===== config.mk =====
export PLATFORM = sky130hd
export DESIGN_NAME = sxm_master
export DESIGN_NICKNAME = d
export VERILOG_FILES = /design/src/include/sxm_pkg.sv /design/src/include/sxm_stream_if.sv /design/src/rtl/sxm_fifo.sv /design/src/rtl/sxm_master.sv
export SDC_FILE = /design/constraint.sdc
export NUM_CORES = 1
export LEC_CHECK = 0
export ABC_CLOCK_PERIOD_IN_PS = 4450
export BUFFER_PORTS_ARGS = -buffer_cell sky130_fd_sc_hd__buf_4
export CAP_MARGIN = 20
export CELL_PAD_IN_SITES_DETAIL_PLACEMENT = 1
export CELL_PAD_IN_SITES_GLOBAL_PLACEMENT = 1
export CORE_MARGIN = 10
export CORE_UTILIZATION = 25
export CTS_CLUSTER_DIAMETER = 40
export DETAILED_ROUTE_END_ITERATION = 12
export GPL_TIMING_DRIVEN = 0
export PLACE_DENSITY_LB_ADDON = 0.12
export SLEW_MARGIN = 20
export SYNTH_ARGS = -nofsm -noshare
export SYNTH_HDL_FRONTEND = slang
export SYNTH_SLANG_ARGS = --single-unit

===== constraint.sdc =====
create_clock -name sys_clk -period 4.45 [get_ports sys_clk]
set_clock_uncertainty 0.2 [all_clocks]
set_input_delay 0.445 -clock sys_clk [delete_from_list [all_inputs] [get_ports sys_clk]]
set_output_delay 0.445 -clock sys_clk [all_outputs]
set_load 0.01 [all_outputs]

===== src/include/sxm_pkg.sv =====
// constants, types and helpers shared by the serial expansion master
package sxm_pkg;
	// transfer word width and FIFO depth defaults
	localparam int DATA_W     = 8;
	localparam int FIFO_DEPTH = 8;

	// system clock rate, for reference by timing constants
	localparam int SYS_CLK_HZ = 50_000_000;

	// peripheral number as selected by software
	typedef logic [2:0] sxm_dev_t;
	localparam sxm_dev_t DEV_PERIPH_A  = 3'h0;
	localparam sxm_dev_t DEV_PERIPH_B  = 3'h1;
	localparam sxm_dev_t DEV_CONVERTER = 3'h5;

	// serial clock division ratio select
	typedef logic [1:0] sxm_div_t;
	localparam sxm_div_t DIV_BY_4  = 2'h0;
	localparam sxm_div_t DIV_BY_8  = 2'h1;
	localparam sxm_div_t DIV_BY_16 = 2'h2;
	localparam sxm_div_t DIV_BY_32 = 2'h3;

	// half serial clock period in system clocks for each ratio
	typedef logic [4:0] sxm_half_t;
	localparam sxm_half_t HALF_DIV_4  = 5'h02;
	localparam sxm_half_t HALF_DIV_8  = 5'h04;
	localparam sxm_half_t HALF_DIV_16 = 5'h08;
	localparam sxm_half_t HALF_DIV_32 = 5'h10;
	localparam sxm_half_t HALF_ONE    = 5'h01;
	localparam sxm_half_t HALF_ZERO   = 5'h00;

	// frame sequencer states
	typedef enum logic [1:0] {
		ST_IDLE,
		ST_LEAD,
		ST_SHIFT,
		ST_GAP
	} sxm_state_t;

	// half period length for a ratio select
	function automatic sxm_half_t sxm_half_count(input sxm_div_t sel);
		case (sel)
			DIV_BY_4:  sxm_half_count = HALF_DIV_4;
			DIV_BY_8:  sxm_half_count = HALF_DIV_8;
			DIV_BY_16: sxm_half_count = HALF_DIV_16;
			default:   sxm_half_count = HALF_DIV_32;
		endcase
	endfunction : sxm_half_count
endpackage : sxm_pkg


===== src/include/sxm_stream_if.sv =====
// valid/ready word stream between the master and its FIFO
`timescale 1ns/1ps
`default_nettype none
interface sxm_stream_if #(
	parameter int W = 8
);
	logic         valid;
	logic         ready;
	logic [W-1:0] data;

	// producer side
	modport src (
		output valid,
		output data,
		input  ready
	);

	// consumer side
	modport snk (
		input  valid,
		input  data,
		output ready
	);
endinterface : sxm_stream_if
`default_nettype wire


===== src/rtl/sxm_fifo.sv =====
// flip-flop FIFO with valid/ready on both sides
`timescale 1ns/1ps
`default_nettype none
module sxm_fifo #(
	parameter int W     = 8,
	parameter int DEPTH = 8
) (
	input  wire logic sys_clk, // system clock
	input  wire logic resetn,  // async reset, active low
	sxm_stream_if.snk wr,      // fill side
	sxm_stream_if.src rd       // drain side
);
	import sxm_pkg::*;

	localparam int AW = $clog2(DEPTH);

	logic [W-1:0] mem [DEPTH];
	logic [W-1:0] next_mem [DEPTH];
	logic [AW-1:0] wr_ptr, next_wr_ptr;
	logic [AW-1:0] rd_ptr, next_rd_ptr;
	logic [AW:0]   count, next_count;
	logic          do_wr, do_rd;

	// honest flags straight from the occupancy count
	assign wr.ready = (count != (AW+1)'(DEPTH));
	assign rd.valid = (count != '0);
	assign rd.data  = mem[rd_ptr];
	assign do_wr    = wr.valid && wr.ready;
	assign do_rd    = rd.valid && rd.ready;

	// pointer and storage next values
	always_comb begin
		next_mem    = mem;
		next_wr_ptr = wr_ptr;
		next_rd_ptr = rd_ptr;
		next_count  = count;
		if (do_wr) begin
			next_mem[wr_ptr] = wr.data;
			next_wr_ptr      = (wr_ptr == AW'(DEPTH-1)) ? '0 : wr_ptr + 1'b1;
		end
		if (do_rd) begin
			next_rd_ptr = (rd_ptr == AW'(DEPTH-1)) ? '0 : rd_ptr + 1'b1;
		end
		if (do_wr && !do_rd) begin
			next_count = count + 1'b1;
		end else if (do_rd && !do_wr) begin
			next_count = count - 1'b1;
		end
	end

	// storage needs no reset, pointers do
	always_ff @(posedge sys_clk or negedge resetn) begin
		if (!resetn) begin
			wr_ptr <= '0;
			rd_ptr <= '0;
			count  <= '0;
		end else begin
			wr_ptr <= next_wr_ptr;
			rd_ptr <= next_rd_ptr;
			count  <= next_count;
		end
	end

	always_ff @(posedge sys_clk) begin
		mem <= next_mem;
	end
endmodule : sxm_fifo
`default_nettype wire


===== src/rtl/sxm_master.sv =====
// serial expansion bus master: clock divider, mode control, selects, shifter
// Summary of operation
// - The master alone generates the serial clock; no port lets anyone else drive it.
// - Every frame starts from the master when a queued word is present, never from a peripheral.
// - Clock idle level and sampling phase are separate controls, covering all four modes.
// - The serial clock is the system clock divided by 4, 8, 16 or 32 per software select.
// - Two separate active-low selects reach the two external peripherals.
// - Selecting peripheral number 5 asserts the converter read strobe for that frame.
`timescale 1ns/1ps
`default_nettype none
module sxm_master #(
	parameter int DATA_W     = sxm_pkg::DATA_W,
	parameter int FIFO_DEPTH = sxm_pkg::FIFO_DEPTH
) (
	input  wire logic              sys_clk,               // system clock, 50 MHz
	input  wire logic              resetn,                // async reset, active low
	input  wire logic              cpol,                  // clock idle level
	input  wire logic              cpha,                  // 1: sample on trailing edge
	input  wire sxm_pkg::sxm_div_t clk_div_sel,           // division ratio select
	input  wire sxm_pkg::sxm_dev_t dev_sel,               // peripheral number
	input  wire logic              tx_valid,              // word offered
	output logic                   tx_ready,              // FIFO has room
	input  wire logic [DATA_W-1:0] tx_data,               // word to send, msb first
	output logic [DATA_W-1:0]      rx_data,               // last word received
	output logic                   rx_valid,              // one-cycle pulse, rx_data new
	output logic                   busy,                  // frame in progress
	output logic                   sclk,                  // serial clock pin
	output logic                   mosi,                  // master output data pin
	input  wire logic              miso,                  // master input data pin
	output logic                   peripheral_select_a_n, // external select a
	output logic                   peripheral_select_b_n, // external select b
	output logic                   converter_strobe_n     // converter read strobe
);
	import sxm_pkg::*;

	localparam int EW = $clog2(2*DATA_W);

	sxm_stream_if #(.W(DATA_W)) wr_if ();
	sxm_stream_if #(.W(DATA_W)) rd_if ();

	sxm_state_t       state, next_state;
	sxm_half_t        half_cnt, next_half_cnt;
	logic [EW-1:0]    edge_cnt, next_edge_cnt;
	logic [DATA_W-1:0] tx_sh, next_tx_sh;
	logic [DATA_W-1:0] rx_sh, next_rx_sh;
	logic [DATA_W-1:0] next_rx_data;
	logic             next_rx_valid;
	logic             next_sclk, next_mosi;
	logic             next_sel_a_n, next_sel_b_n, next_conv_n;
	logic             f_cpha, next_f_cpha;
	logic             f_cpol, next_f_cpol;
	sxm_div_t         f_div, next_f_div;
	logic             miso_meta, miso_s;
	logic             leading, shift_edge;

	// queue in front of the shifter; tx_ready is the back-pressure
	assign wr_if.valid = tx_valid;
	assign wr_if.data  = tx_data;
	assign tx_ready    = wr_if.ready;

	sxm_fifo #(
		.W     (DATA_W),
		.DEPTH (FIFO_DEPTH)
	) i_sxm_fifo (
		.sys_clk (sys_clk),
		.resetn  (resetn),
		.wr      (wr_if.snk),
		.rd      (rd_if.src)
	);

	// pin input crosses into sys_clk through two flops
	always_ff @(posedge sys_clk or negedge resetn) begin
		if (!resetn) begin
			miso_meta <= 1'b0;
			miso_s    <= 1'b0;
		end else begin
			miso_meta <= miso;
			miso_s    <= miso_meta;
		end
	end

	assign busy = (state != ST_IDLE);

	// even edge count marks a leading edge of the serial clock
	assign leading    = (edge_cnt[0] == 1'b0);
	assign shift_edge = leading ? f_cpha : !f_cpha;

	// frame sequencer next values
	always_comb begin
		next_state    = state;
		next_half_cnt = half_cnt;
		next_edge_cnt = edge_cnt;
		next_tx_sh    = tx_sh;
		next_rx_sh    = rx_sh;
		next_rx_data  = rx_data;
		next_rx_valid = 1'b0;
		next_sclk     = sclk;
		next_mosi     = mosi;
		next_sel_a_n  = peripheral_select_a_n;
		next_sel_b_n  = peripheral_select_b_n;
		next_conv_n   = converter_strobe_n;
		next_f_cpha   = f_cpha;
		next_f_cpol   = f_cpol;
		next_f_div    = f_div;
		rd_if.ready   = 1'b0;
		case (state)
			ST_IDLE: begin
				next_sclk = cpol;
				if (rd_if.valid) begin
					rd_if.ready   = 1'b1;
					next_f_cpha   = cpha;
					next_f_cpol   = cpol;
					next_f_div    = clk_div_sel;
					next_half_cnt = sxm_half_count(clk_div_sel) - HALF_ONE;
					next_edge_cnt = '0;
					next_rx_sh    = '0;
					// first bit is on the line before any edge
					next_mosi     = rd_if.data[DATA_W-1];
					next_tx_sh    = cpha ? rd_if.data : {rd_if.data[DATA_W-2:0], 1'b0};
					next_sel_a_n  = (dev_sel != DEV_PERIPH_A);
					next_sel_b_n  = (dev_sel != DEV_PERIPH_B);
					next_conv_n   = (dev_sel != DEV_CONVERTER);
					next_state    = ST_LEAD;
				end
			end
			ST_LEAD: begin
				// select settles two half periods before the first edge
				if (half_cnt == HALF_ZERO) begin
					next_half_cnt = sxm_half_count(f_div) - HALF_ONE;
					next_state    = ST_SHIFT;
				end else begin
					next_half_cnt = half_cnt - HALF_ONE;
				end
			end
			ST_SHIFT: begin
				if (half_cnt == HALF_ZERO) begin
					next_sclk     = !sclk;
					next_half_cnt = sxm_half_count(f_div) - HALF_ONE;
					next_edge_cnt = edge_cnt + 1'b1;
					if (shift_edge) begin
						next_mosi  = tx_sh[DATA_W-1];
						next_tx_sh = {tx_sh[DATA_W-2:0], 1'b0};
					end else begin
						next_rx_sh = {rx_sh[DATA_W-2:0], miso_s};
					end
					if (edge_cnt == EW'(2*DATA_W-1)) begin
						next_rx_data  = next_rx_sh;
						next_rx_valid = 1'b1;
						next_sel_a_n  = 1'b1;
						next_sel_b_n  = 1'b1;
						next_conv_n   = 1'b1;
						next_state    = ST_GAP;
					end
				end else begin
					next_half_cnt = half_cnt - HALF_ONE;
				end
			end
			ST_GAP: begin
				// selects stay high a half period so frames are seen apart
				next_sclk = f_cpol;
				if (half_cnt == HALF_ZERO) begin
					next_state = ST_IDLE;
				end else begin
					next_half_cnt = half_cnt - HALF_ONE;
				end
			end
			default: begin
				next_state = ST_IDLE;
			end
		endcase
	end

	always_ff @(posedge sys_clk or negedge resetn) begin
		if (!resetn) begin
			state                 <= ST_IDLE;
			half_cnt              <= HALF_ZERO;
			edge_cnt              <= '0;
			tx_sh                 <= '0;
			rx_sh                 <= '0;
			rx_data               <= '0;
			rx_valid              <= 1'b0;
			sclk                  <= 1'b0;
			mosi                  <= 1'b0;
			peripheral_select_a_n <= 1'b1;
			peripheral_select_b_n <= 1'b1;
			converter_strobe_n    <= 1'b1;
			f_cpha                <= 1'b0;
			f_cpol                <= 1'b0;
			f_div                 <= DIV_BY_4;
		end else begin
			state                 <= next_state;
			half_cnt              <= next_half_cnt;
			edge_cnt              <= next_edge_cnt;
			tx_sh                 <= next_tx_sh;
			rx_sh                 <= next_rx_sh;
			rx_data               <= next_rx_data;
			rx_valid              <= next_rx_valid;
			sclk                  <= next_sclk;
			mosi                  <= next_mosi;
			peripheral_select_a_n <= next_sel_a_n;
			peripheral_select_b_n <= next_sel_b_n;
			converter_strobe_n    <= next_conv_n;
			f_cpha                <= next_f_cpha;
			f_cpol                <= next_f_cpol;
			f_div                 <= next_f_div;
		end
	end
endmodule : sxm_master
`default_nettype wire


==> metrics.cfg <==
[status]
outcome = completed

[clock_network]
cts.clk_slew.worst_paths_ps = 50
cts_tree = done
clk_latency_ps = 410
cts_resized = 0
numCtsBuffers = 17
root_buffer = clkbuf_16
htreeDepth = 4
cts_sinks = 121
cts_buffer_depth = 2

[global_route]
grtUsageMet2_pct = 15.2
grt_max_degree = 58
antenna_found_initial = 0
first_global_vias = 3734
grt_usage_pct = 9.42
top_usage_layer = met2
met1_usage_pct = 11.8
gr-total-overflow = 0
grt_pass1_wl_um = 20900
grtUsageMet3_pct = 2.52

[setup_path]
cp-end-kind = flip-flop
cp-start-kind = flip-flop
crit_slowest_cell = nor4_1
crit_top_cell = ha_1
cp.required_ps = 4540
max_stage_delay_ps = 580
crit_arrival_ps = 3550
cp_max_fo = 10
path_cells = nor4_1 -> nand2b_1 -> buf_1 -> ha_1 -> inv_1 -> ha_1 -> a21o_1 -> a21oi_1 -> xnor2_1 -> nor2_1 -> xor2_1
timing_worst_setup_path_type = flip-flop to flip-flop

[power]
peakVddDrop_mv = 0.295
fin_total_pwr_mw = 4.66
power.density_nw_per_um2 = 701
leakage_nw = 2.63

[drt]
wl_per_cell_um = 16.9
num_vias = 3410
drcViolationCount = 0
drt-vias-per-instance = 4.51
first_pass_iters = 4
wirelength_um = 12800
ant_nets = 0
drt_iter0_drc = 162

[logic_synthesis]
ys_seq_area_share_pct = 62.2
syn_avg_cell_area_um2 = 13.2
ys_warn_count = 0
postSynthCellCount = 407
synth.distinct_cells = 47
ys_ff_latch = 121
syn_nets = 443
synth_top_cell_area_share_pct = 35.6
synth_edf_count = 64
synth_area_leader_cell = edfxtp_1
synthArstFlopShare_pct = 47.1
syn_area_um2 = 5390
synth-main-ff-cell = edfxtp_1
synth.area.top_cells = edfxtp_1 (36%), dfrtp_1 (25%), mux2_2 (4.4%)

[place]
gp_congestion = 0.738
io_buffers = 34
hpwlAfterDp_um = 8880

[timing]
max_freq_mhz = 289
worst_pin_slew_ps = 1070
fin_crit_sh_pct = 77.8
finalHoldViolCount = 0
slew_violations = 0
setup_viol = 0
rsz0062_at_grt = false
fin_crit_ps = 3460
slew_headroom_pct = 28.3
final.setup.tns_ps = 0

[run]
drv_cap = 0

[cells_and_area]
antenna_cells = 0
fillers = 2297
syn_to_final_growth_pct = 23.3
seq_area_um2 = 3350
multiInputGateArea_um2 = 1950
nets = 504
layout-drive-gt1-share_pct = 23.5

[die]
initial_utilization_pct = 25.5
fp.dieH_um = 167
ios = 35
core-area_um2 = 21200
die_x_um = 167
num_rows = 53
die_area_um2 = 27800

[min_path]
hp-class = input pin to flip-flop

[logic make-up (layout without fill, tap and decap cells)]
kind of cell,after synthesis,in the layout,synth area share [%]
flip-flops,121,121,62.2
AND/OR/NAND/NOR,96,96,8.45
AO/OA/AOI/OAI,88,88,11.2
multiplexers,48,48,10.4
buffers and inverters,28,102,2.25
adder cells (fa/ha/maj),17,17,4.08
XOR/XNOR,9,9,1.46
[report_power, final]
part	switching, mW	internal [mW]
logic	0.963	0.754
registers	0.181	1.46
clock network	0.476	0.825
total	1.62	3.04
[critical path: cells and delay by family, from the launching register on]
family,cells,cell delay [ps]
simple gates,3,960
fa+ha+maj,2,570
buf+inv,2,540
flops,1,440
compound gates,2,330
xor+xnor,2,280
[synth_stat cells, types with 6 or more instances]
library cell  number
ha_1              16
o21ai_0           20
clkbuf_1           8
dfrtp_1           54
mux2_2            21
a21oi_1           12
xnor2_1            6
o31ai_1            8
a22o_1            12
nand2b_1           9
edfxtp_1          64
a221oi_1           6
inv_1             12
nand2_1           33
mux2i_1           22
o22ai_1           13
nor2_1            25
nor3_1            11
[layout make-up]
| class | instances | share of cell area [%] |
|---|---|---|
| Sequential cell | 121 | 50.4 |
| Multi-Input combinational cell | 258 | 29.3 |
| Clock buffer | 25 | 7.45 |
| Tap cell | 275 | 5.18 |
| Timing Repair Buffer | 42 | 4.82 |
| Buffer | 16 | 1.15 |
| Clock inverter | 7 | 1.04 |
| Inverter | 12 | 0.678 |
[worst paths after layout]
path                                            startpoint                         endpoint  slack (ps)  depth (start not counted)
setup / recovery           i_sxm_fifo.count[0]$_DFFE_PN0P_  i_sxm_fifo.count[3]$_DFFE_PN0P_         990                         11
hold / removal                                  tx_data[4]      i_sxm_fifo.mem[4]$_DFFE_PP_          70                          1
setup reg to reg           i_sxm_fifo.count[0]$_DFFE_PN0P_  i_sxm_fifo.count[3]$_DFFE_PN0P_         990                         11
hold reg to reg                        miso_meta$_DFF_PN0_                 miso_s$_DFF_PN0_         150                          0
max in group asynchronous                           resetn             state[0]$_DFFE_PN0P_        3070                          2
min in group asynchronous                           resetn          half_cnt[4]$_DFFE_PN0P_         450                          2
[sequential cells by signal, summed over array words and instances, names as in the netlist]
register and cells:
f_div 2, miso_meta 1, rx_valid 1, f_cpha 1, i_sxm_fifo.wr_ptr 3, sclk 1, mosi 1, peripheral_select_a_n 1
tx_sh 8, rx_sh 8, peripheral_select_b_n 1, edge_cnt 4, converter_strobe_n 1, i_sxm_fifo.mem 64, i_sxm_fifo.rd_ptr 3, f_cpol 1
miso_s 1, state 2, half_cnt 5, i_sxm_fifo.count 4, rx_data 8
[metrics by stage]
step                instance area (um2)  hold slack (ps)  worst slack [ps]  utilization (%)  instances
floorplan                          5390            -50.6              1620                -        407
global placement                   5990              132               893             28.3        716
detailed placement                 6050              136               877             28.6        721
CTS                                6650             60.5               864             31.4        756
global route                       6650             67.0               648             31.4        756
finish                             6650             70.7               986             31.4        756
[cell usage in the layout, fill, tap and decap left out, drive strengths merged, types with 4 or more instances in the layout]
cell type   n
a31oi       4
a21o        4
nor2       25
mux2       22
ha         16
buf        47
nand2      34
o31ai       9
nor3       12
a22o       12
o22ai      13
a21oi      12
nor2b       4
xnor2       6
dfrtp      54
o21ai      20
edfxtp     64
clkbuf     33
nand2b      9
mux4        4
inv        12
mux2i      22
a221oi      7
clkinv      4
[metal layers]
layer	share of wire (%)	vias to the layer above
li1	-	1657
met1	48	1696
met2	48	44
met3	3.0	13
met4	1.2	0
met5	0	-
[timing repair]
action,in CTS,in global routing
hold buffers,3,0
hold endpoints to repair,56,0
setup buffers,0,0
Power figures use the tool's default switching activity.
